<file path="src/hw/gpled_pkg.sv">
// shared constants and state type for the general port and led select block
package gpled_pkg;

  // ----------------------------------------------------------------
  // register map
  // ----------------------------------------------------------------
  localparam logic [7:0] GPLED_GP_REG_OFS    = 8'h78;
  localparam logic [7:0] GPLED_SRST_REG_OFS  = 8'h7C;

  // ----------------------------------------------------------------
  // field positions of general_port_and_sia_misc
  // ----------------------------------------------------------------
  localparam int GPLED_RX_FLAG_BIT  = 30;
  localparam int GPLED_P1_FLAG_BIT  = 29;
  localparam int GPLED_P0_FLAG_BIT  = 28;
  localparam int GPLED_CWS_BIT      = 27;
  localparam int GPLED_EN_LSB       = 24;
  localparam int GPLED_SEL_LSB      = 20;
  localparam int GPLED_PIN_LSB      = 16;
  localparam int GPLED_COAX_BIT     = 3;
  localparam int GPLED_SRST_BIT     = 0;

  // ----------------------------------------------------------------
  // reset values and bus answers
  // ----------------------------------------------------------------
  localparam logic [2:0]  GPLED_EN_RST   = 3'h0;
  localparam logic [3:0]  GPLED_SEL_RST  = 4'h0;
  localparam logic [3:0]  GPLED_DIR_RST  = 4'h0;
  localparam logic [3:0]  GPLED_DATA_RST = 4'h0;
  localparam logic [15:0] GPLED_SIA_RST  = 16'h0000;
  localparam logic [1:0]  GPLED_OKAY     = 2'h0;
  localparam logic [1:0]  GPLED_SLVERR   = 2'h2;

  // ----------------------------------------------------------------
  // state of the top module
  // ----------------------------------------------------------------
  typedef struct packed {
    logic        awready;
    logic        wready;
    logic        arready;
    logic        aw_got;
    logic        w_got;
    logic [7:0]  waddr;
    logic [31:0] wdata;
    logic [3:0]  wstrb;
    logic        bvalid;
    logic [1:0]  bresp;
    logic        rvalid;
    logic [31:0] rdata;
    logic [1:0]  rresp;
    logic        receive_match_flag;
    logic        pin1_change_flag;
    logic        pin0_change_flag;
    logic [2:0]  irq_en;
    logic [3:0]  sel;
    logic [3:0]  dir;
    logic [3:0]  data;
    logic [15:0] sia;
    logic        soft_rst;
    logic [3:0]  pin_out;
    logic [3:0]  pin_oe;
    logic        irq;
  } gpled_state_s;

  localparam gpled_state_s GPLED_STATE_RST = '{
    awready: 1'b0, wready: 1'b0, arready: 1'b0, aw_got: 1'b0, w_got: 1'b0,
    waddr: 8'h00, wdata: 32'h0000_0000, wstrb: 4'h0, bvalid: 1'b0,
    bresp: 2'h0, rvalid: 1'b0, rdata: 32'h0000_0000, rresp: 2'h0,
    receive_match_flag: 1'b0, pin1_change_flag: 1'b0, pin0_change_flag: 1'b0,
    irq_en: GPLED_EN_RST, sel: GPLED_SEL_RST, dir: GPLED_DIR_RST,
    data: GPLED_DATA_RST, sia: GPLED_SIA_RST, soft_rst: 1'b0,
    pin_out: 4'h0, pin_oe: 4'h0, irq: 1'b0};

endpackage : gpled_pkg

</file>
<file path="src/hw/gpled_pin_if.sv">
// carrier of synchronised pin levels and toggle pulses
`timescale 1ns/10ps
`default_nettype none

interface gpled_pin_if;
  logic [3:0] level;
  logic [1:0] toggled;

  modport src (output level, output toggled);
  modport dst (input level, input toggled);
endinterface : gpled_pin_if

`default_nettype wire

</file>
<file path="src/hw/gpled_top.sv">
// general port with led select, change flags and axi4-lite register access
//
// How it works
// - a packet passing address filtering sets the receive match flag
// - pin 1 or pin 0 toggling sets its change flag, only as general input
// - reading the register clears all three flags; summary clear leaves them
// - write with control bit set updates enables, selects and directions
// - write with control bit clear updates only the four output data bits and the stored low half
// - receive match flag interrupts only while its enable is set
// - pin change flags interrupt only while their own enables are set
// - hardware or software reset clears all three interrupt enables
// - select bit set puts link pass led on pin 3, else general pin
// - select bit set puts address match led on pin 2, else general pin
// - select bit set puts activity led on pin 1, else general pin
// - select bit set puts coax attachment select on pin 0, else general
// - control write sets pin directions, one means output, zero input
// - data write drives values only onto pins set as outputs
// - after any reset all four general pins are inputs
// - both edges of input pins 1 and 0 are detected and may interrupt
// - reading the pin field returns live pin levels
// - control, enable and select bits read back as zero
// - coax attachment level on pin 0 follows stored bit 3
//
// The AXI4-Lite register port was chosen for this implementation.
`timescale 1ns/10ps
`default_nettype none

module gpled_top (
  // clock and reset
  input  wire logic        CLK_IN,
  input  wire logic        SYS_RST_IN,
  // axi4-lite write address and data
  input  wire logic [7:0]  S_AXI_AWADDR_IN,
  input  wire logic        S_AXI_AWVALID_IN,
  output var  logic        S_AXI_AWREADY_OUT,
  input  wire logic [31:0] S_AXI_WDATA_IN,
  input  wire logic [3:0]  S_AXI_WSTRB_IN,
  input  wire logic        S_AXI_WVALID_IN,
  output var  logic        S_AXI_WREADY_OUT,
  // axi4-lite write response
  output var  logic [1:0]  S_AXI_BRESP_OUT,
  output var  logic        S_AXI_BVALID_OUT,
  input  wire logic        S_AXI_BREADY_IN,
  // axi4-lite read
  input  wire logic [7:0]  S_AXI_ARADDR_IN,
  input  wire logic        S_AXI_ARVALID_IN,
  output var  logic        S_AXI_ARREADY_OUT,
  output var  logic [31:0] S_AXI_RDATA_OUT,
  output var  logic [1:0]  S_AXI_RRESP_OUT,
  output var  logic        S_AXI_RVALID_OUT,
  input  wire logic        S_AXI_RREADY_IN,
  // events from the receive and link logic
  input  wire logic        RX_MATCH_IN,
  input  wire logic        LINK_PASS_IN,
  input  wire logic        ACTIVITY_IN,
  // general pins
  input  wire logic [3:0]  GEP_IN,
  output var  logic [3:0]  GEP_OUT,
  output var  logic [3:0]  GEP_OE_OUT,
  // summary interrupt
  output var  logic        GP_IRQ_OUT
);
  import gpled_pkg::*;

  // ----------------------------------------------------------------
  // pin synchroniser
  // ----------------------------------------------------------------
  gpled_pin_if pins ();

  gpled_pin_sync u_sync (
    .clk_in  (CLK_IN),
    .rst_in  (SYS_RST_IN),
    .pins_in (GEP_IN),
    .pif     (pins.src)
  );

  // ----------------------------------------------------------------
  // register decode
  // ----------------------------------------------------------------
  function automatic logic gpled_hit(input logic [7:0] addr, input logic [7:0] ofs);
    return addr[7:2] == ofs[7:2];
  endfunction : gpled_hit

  // ----------------------------------------------------------------
  // next state
  // ----------------------------------------------------------------
  gpled_state_s q;
  gpled_state_s d;
  logic         commit;
  logic         w_gp;
  logic         w_srst;
  logic         r_gp;
  logic         r_srst;
  logic         ctl_wr;
  logic [1:0]   gen_in;

  always_comb begin
    d      = q;
    commit = q.aw_got && q.w_got && !q.bvalid;
    w_gp   = gpled_hit(q.waddr, GPLED_GP_REG_OFS);
    w_srst = gpled_hit(q.waddr, GPLED_SRST_REG_OFS);
    r_gp   = gpled_hit(S_AXI_ARADDR_IN, GPLED_GP_REG_OFS);
    r_srst = gpled_hit(S_AXI_ARADDR_IN, GPLED_SRST_REG_OFS);
    ctl_wr = q.wstrb[3] && q.wdata[GPLED_CWS_BIT];
    gen_in = ~q.dir[1:0] & ~q.sel[1:0];
    d.soft_rst = 1'b0;
    // write channels are taken in either order
    if (S_AXI_AWVALID_IN && q.awready) begin
      d.aw_got = 1'b1;
      d.waddr  = S_AXI_AWADDR_IN;
    end
    if (S_AXI_WVALID_IN && q.wready) begin
      d.w_got = 1'b1;
      d.wdata = S_AXI_WDATA_IN;
      d.wstrb = S_AXI_WSTRB_IN;
    end
    if (q.bvalid && S_AXI_BREADY_IN) begin
      d.bvalid = 1'b0;
    end
    if (commit) begin
      d.aw_got = 1'b0;
      d.w_got  = 1'b0;
      d.bvalid = 1'b1;
      d.bresp  = (w_gp || w_srst) ? GPLED_OKAY : GPLED_SLVERR;
      if (w_gp) begin
        if (q.wstrb[0]) begin
          d.sia[7:0] = q.wdata[7:0];
        end
        if (q.wstrb[1]) begin
          d.sia[15:8] = q.wdata[15:8];
        end
        if (ctl_wr) begin
          d.irq_en = q.wdata[GPLED_EN_LSB +: 3];
          if (q.wstrb[2]) begin
            d.sel = q.wdata[GPLED_SEL_LSB +: 4];
            d.dir = q.wdata[GPLED_PIN_LSB +: 4];
          end
        end else if (q.wstrb[2]) begin
          d.data = q.wdata[GPLED_PIN_LSB +: 4];
        end
      end
      if (w_srst && q.wstrb[0] && q.wdata[GPLED_SRST_BIT]) begin
        d.soft_rst = 1'b1;
      end
    end
    // read side
    if (q.rvalid && S_AXI_RREADY_IN) begin
      d.rvalid = 1'b0;
    end
    if (S_AXI_ARVALID_IN && q.arready) begin
      d.rvalid = 1'b1;
      d.rdata  = 32'h0000_0000;
      d.rresp  = (r_gp || r_srst) ? GPLED_OKAY : GPLED_SLVERR;
      if (r_gp) begin
        d.rdata[GPLED_RX_FLAG_BIT]     = q.receive_match_flag;
        d.rdata[GPLED_P1_FLAG_BIT]     = q.pin1_change_flag;
        d.rdata[GPLED_P0_FLAG_BIT]     = q.pin0_change_flag;
        d.rdata[GPLED_PIN_LSB +: 4]    = pins.level;
        d.rdata[15:0]                  = q.sia;
        d.receive_match_flag = 1'b0;
        d.pin1_change_flag   = 1'b0;
        d.pin0_change_flag   = 1'b0;
      end
    end
    // sets come after the read clear so a coincident event survives
    if (RX_MATCH_IN) begin
      d.receive_match_flag = 1'b1;
    end
    if (pins.toggled[1] && gen_in[1]) begin
      d.pin1_change_flag = 1'b1;
    end
    if (pins.toggled[0] && gen_in[0]) begin
      d.pin0_change_flag = 1'b1;
    end
    if (q.soft_rst) begin
      d.irq_en = GPLED_EN_RST;
      d.sel    = GPLED_SEL_RST;
      d.dir    = GPLED_DIR_RST;
    end
    // pin drive, registered in the same stage as the controls
    d.pin_out[3] = d.sel[3] ? LINK_PASS_IN : d.data[3];
    d.pin_out[2] = d.sel[2] ? RX_MATCH_IN : d.data[2];
    d.pin_out[1] = d.sel[1] ? ACTIVITY_IN : d.data[1];
    d.pin_out[0] = d.sel[0] ? d.sia[GPLED_COAX_BIT] : d.data[0];
    d.pin_oe     = d.sel | d.dir;
    // summary clears elsewhere never touch the flags held here
    d.irq = |({d.receive_match_flag, d.pin1_change_flag, d.pin0_change_flag}
              & d.irq_en);
    d.awready = !d.aw_got && !d.bvalid;
    d.wready  = !d.w_got && !d.bvalid;
    d.arready = !d.rvalid;
  end

  always_ff @(posedge CLK_IN) begin
    if (SYS_RST_IN) begin
      q <= GPLED_STATE_RST;
    end else begin
      q <= d;
    end
  end

  // ----------------------------------------------------------------
  // outputs
  // ----------------------------------------------------------------
  assign S_AXI_AWREADY_OUT = q.awready;
  assign S_AXI_WREADY_OUT  = q.wready;
  assign S_AXI_BRESP_OUT   = q.bresp;
  assign S_AXI_BVALID_OUT  = q.bvalid;
  assign S_AXI_ARREADY_OUT = q.arready;
  assign S_AXI_RDATA_OUT   = q.rdata;
  assign S_AXI_RRESP_OUT   = q.rresp;
  assign S_AXI_RVALID_OUT  = q.rvalid;
  assign GEP_OUT           = q.pin_out;
  assign GEP_OE_OUT        = q.pin_oe;
  assign GP_IRQ_OUT        = q.irq;
endmodule : gpled_top

`default_nettype wire

</file>
<file path="src/hw/gpled_pin_sync.sv">
// two-flop synchroniser for the general pins and toggle detector for pins 1 and 0
`timescale 1ns/10ps
`default_nettype none

module gpled_pin_sync (
  // clock and reset
  input  wire logic       clk_in,
  input  wire logic       rst_in,
  // raw pin levels
  input  wire logic [3:0] pins_in,
  // synchronised view
  gpled_pin_if.src        pif
);
  typedef struct packed {
    logic [3:0] s1;
    logic [3:0] s2;
    logic [3:0] s3;
    logic [2:0] live;
  } gpled_sync_s;

  gpled_sync_s q;
  gpled_sync_s d;

  always_comb begin
    d    = q;
    d.s1 = pins_in;
    d.s2 = q.s1;
    d.s3 = q.s2;
    d.live = {q.live[1:0], 1'b1};
  end

  always_ff @(posedge clk_in) begin
    if (rst_in) begin
      q <= '{s1: 4'h0, s2: 4'h0, s3: 4'h0, live: 3'h0};
    end else begin
      q <= d;
    end
  end

  // s1 feeds only s2; both edges of pins 1 and 0 are seen
  assign pif.level   = q.s2;
  // reset value of the stages is not the pin level: mask until s3 holds a real sample
  assign pif.toggled = (q.s2[1:0] ^ q.s3[1:0]) & {2{q.live[2]}};
endmodule : gpled_pin_sync

`default_nettype wire

</file>
<file path="config.mk">
export PLATFORM = sky130hd
export DESIGN_NAME = gpled_top
export DESIGN_NICKNAME = d
export VERILOG_FILES = /design/src/hw/gpled_pkg.sv /design/src/hw/gpled_pin_if.sv /design/src/hw/gpled_top.sv /design/src/hw/gpled_pin_sync.sv
export SDC_FILE = /design/constraint.sdc
export NUM_CORES = 1
export LEC_CHECK = 0
export ABC_CLOCK_PERIOD_IN_PS = 2150
export BUFFER_PORTS_ARGS = -buffer_cell sky130_fd_sc_hd__buf_2
export CAP_MARGIN = 20
export CORE_UTILIZATION = 35
export CTS_CLUSTER_DIAMETER = 120
export CTS_CLUSTER_SIZE = 14
export DETAILED_ROUTE_END_ITERATION = 16
export PLACE_DENSITY = 0.54
export SYNTH_ARGS = -nofsm -noshare
export SYNTH_HDL_FRONTEND = slang
export SYNTH_SLANG_ARGS = --single-unit
</file>
<file path="constraint.sdc">
create_clock -name CLK_IN -period 2.15 [get_ports CLK_IN]
set_clock_uncertainty 0.15 [all_clocks]
set_input_delay 0.215 -clock CLK_IN [delete_from_list [all_inputs] [get_ports CLK_IN]]
set_output_delay 0.215 -clock CLK_IN [all_outputs]
set_load 0.05 [all_outputs]
</file>
==> results by group <==
STA
  • Unrepaired setup endpoints after global routing: no
  • Final setup TNS: 0 ns
  • Remaining max-slew budget at the tightest pin: 0.631
  • Worst slew pin tran: 0.553 ns
  • Pins over their slew limit: 0
  • Achievable clock frequency: 0.496 GHz
  • Final critical-path required period: 2.02 ns
  • Worst hold margin: 0.0326 ns
  • Portion of the clock cycle consumed by the worst path in the final layout: 0.937
  • Final hold vios: 0
  • Final-report setup violation count: 0

Flow run
  • # Max-Cap Violations: 0

Synthesis
  • Largest area contributor in the netlist: dfxtp_1
  • Top area cells in the synthesized netlist: dfxtp_1, buf_4, nand2_1
  • Count of different cell masters after synthesis: 40
  • Post-synth design cell area: 4910 um2
  • Sequential fraction of the synthesis area: 0.518
  • Flop and latch count out of synthesis: 127
  • Main flop type after synthesis: dfxtp_1
  • Post-synthesis area per instance: 9.08 um2
  • Warnings, synthesis: 0
  • Number of instances in the synthesized netlist: 541
  • FFs w/ async S/R, synth: 0
  • Number of enable-type register cells in the synthesized netlist: 0
  • Synth top area share: 0.518

Setup path
  • Critical Path Sink Type: flip-flop
  • Crit Path Category: flip-flop to flip-flop
  • Signal arrival time at the worst endpoint: 2.15 ns
  • Peak fanout along the critical path: 10
  • Required time at the worst-slack endpoint: 2.28 ns
  • Startpoint types: flip-flop

Detailed routing
  • DRC violations left: 0
  • Average via count per standard cell: 4.65
  • Routed Wire Length: 11300 um
  • DR iter-0 viols: 230
  • Via total after detailed routing: 3930
  • Detailed-router iteration count before antenna repair: 4
  • Post-detailed-route count of antenna-violating nets: 0
  • Detailed-route wire length per cell: 13.4 um

Cells and area
  • Area of combinational cells with multiple inputs: 1920 um2
  • Seq. cell area: 2540 um2
  • Synthesis-to-finish area growth: 32.8%
  • Most frequent standard cell in the layout excluding fill and tap cells: dfxtp_1
  • Number of filler instances in the final layout: 1315
  • Post-layout nets: 723
  • Share of final-layout standard cells stronger than drive strength 1: 0.231
  • Number of diodes added for antenna fixing: 0
  • Highest-count cells in the layout ignoring fill and taps: dfxtp_1, buf_2, nand2_1, nor2_1, dlygate4sd3_1

Clocking
  • Buffer count from post-CTS setup fixing: 0
  • TritonCTS Buffers: 17
  • # hold bufs at CTS: 52
  • Later-pin clock latency in the skew report: 0.41 ns
  • CTS tree: done
  • Clk root buf: clkbuf_16
  • H-tree levels: 4
  • Number of clock sinks: 127
  • Count of cells resized by post-cts repair: 0
  • Clk buf depth: 2
  • Register clock-pin slew on the reported worst setup and hold paths: 0.05 ns

Global routing
  • GRT Overall Usage: 0.167
  • Pin count of the biggest net entering global routing: 57
  • Remaining Overflow, GRT: 0
  • Vias in the first global route: 3799
  • Initial antenna violation count: 0
  • First-pass GRT wire length: 18500 um

Pwr
  • Logic gate share of total power: 0.063
  • Switching part of the total power: 0.207
  • Net Sw Power: 1.27 mW
  • Part of the total power dissipated in sequential elements: 0.400
  • Pint: 4.87 mW
  • Power density relative to cell area: 941 nW/um2
  • Fraction of power consumed by the clock network: 0.538
  • Peak ir drop on the vdd network: 0.597 mV
  • Final Power: 6.14 mW
  • Static leakage: 2.73 nW

Floorplanning
  • Initial Utilization: 0.365
  • Die width: 120 um
  • Die extent in y: 120 um
  • Std-Cell Rows: 42
  • I/O Pins: 116
  • Area of the placeable core: 13500 um2
  • Full die area: 14500 um2

Run status
  • Run status: complete, no violations

Place
  • Port Buffers: 96
  • Final RePlAce weighted congestion: 0.748
  • DPL Wire Length: 7470 um

Worst hold path
  • Path type of the worst min-delay path: input pin to flip-flop
-- flip-flops by register name, indices dropped and copies added (netlist names), 3 cells and up --
register and flops:
GEP_OE_OUT 4, GEP_OUT 4, S_AXI_RDATA_OUT 23, q 75
u_sync.d 6, u_sync.pif.level 4, u_sync.q 3
-- metal layers --
layer	track usage	up-vias	routed length, um
li1	-	2005	-
met1	0.210	1801	5260
met2	0.260	99	5250
met3	0.0481	25	518
met4	0.0818	0	274
met5	0	-	0
-- cell families after synthesis --
family / Yosys count / share of synthesized area
multiplexers: 32 / 0.0673
AND/OR/NAND/NOR: 200 / 0.189
flip-flops: 127 / 0.518
AO/OA/AOI/OAI: 94 / 0.117
other: 1 / 0.000764
buffers and inverters: 85 / 0.104
XOR/XNOR: 2 / 0.00357
-- through the flow --
step                 util  instances  instance area [um2]  worst slack, ns
detailed placement  0.395        762                 5310            0.143
CTS                 0.485        846                 6520            0.105
finish              0.485        846                 6520            0.135
global placement    0.395        762                 5310            0.131
global route        0.485        846                 6520           0.0287
floorplan               -        551                 4950           0.0356
-- area by class of cell --
class	count	area share
Multi-Input combinational cell	339	0.294
Tap cell	176	0.0338
Timing Repair Buffer	164	0.172
Sequential cell	127	0.390
Clock buffer	22	0.0742
Clock inverter	10	0.0315
Inverter	8	0.00460
-- power groups by stage --
stage / Clock [mW] / Combinational [mW] / Sequential [mW]
floorplan: 0 / 0.207 / 2.52
global placement: 0 / 0.310 / 2.50
detailed placement: 0 / 0.314 / 2.51
CTS: 3.38 / 0.385 / 2.45
global route: 3.48 / 0.422 / 2.46
finish: 3.30 / 0.384 / 2.45
-- critical path: stages, from the launching register on --
cell and delay (ns):
dfxtp_1 0.33, nand4b_2 0.24, buf_4 0.20, nor4b_2 0.44, mux2i_1 0.36, a32oi_1 0.15
-- synthesized netlist by cell type, drive strengths merged, types with 2 or more instances --
cell type	number
a211oi	3
a21oi	51
a221o	3
a22oi	23
a31oi	5
and2	3
buf	62
clkbuf	15
dfxtp	127
inv	8
mux2	5
mux2i	27
nand2	85
nand3	10
nand4b	4
nor2	54
nor2b	25
nor3	5
nor4	2
nor4b	2
o21ai	3
o31ai	3
or4	5
xor2	2
-- final timing paths --
check | cells past startpoint | slack [ns] | from | to
worst max register to register | 5 | 0.13 | S_AXI_BVALID_OUT | GEP_OUT[0]
worst min register to register | 1 | 0.28 | u_sync.d[2] | u_sync.q[2]
worst max-delay path | 5 | 0.13 | S_AXI_BVALID_OUT | GEP_OUT[0]
worst min-delay path | 4 | 0.03 | S_AXI_ARADDR_IN[6] | S_AXI_RRESP_OUT[1]
Power figures use the tool's default switching activity.
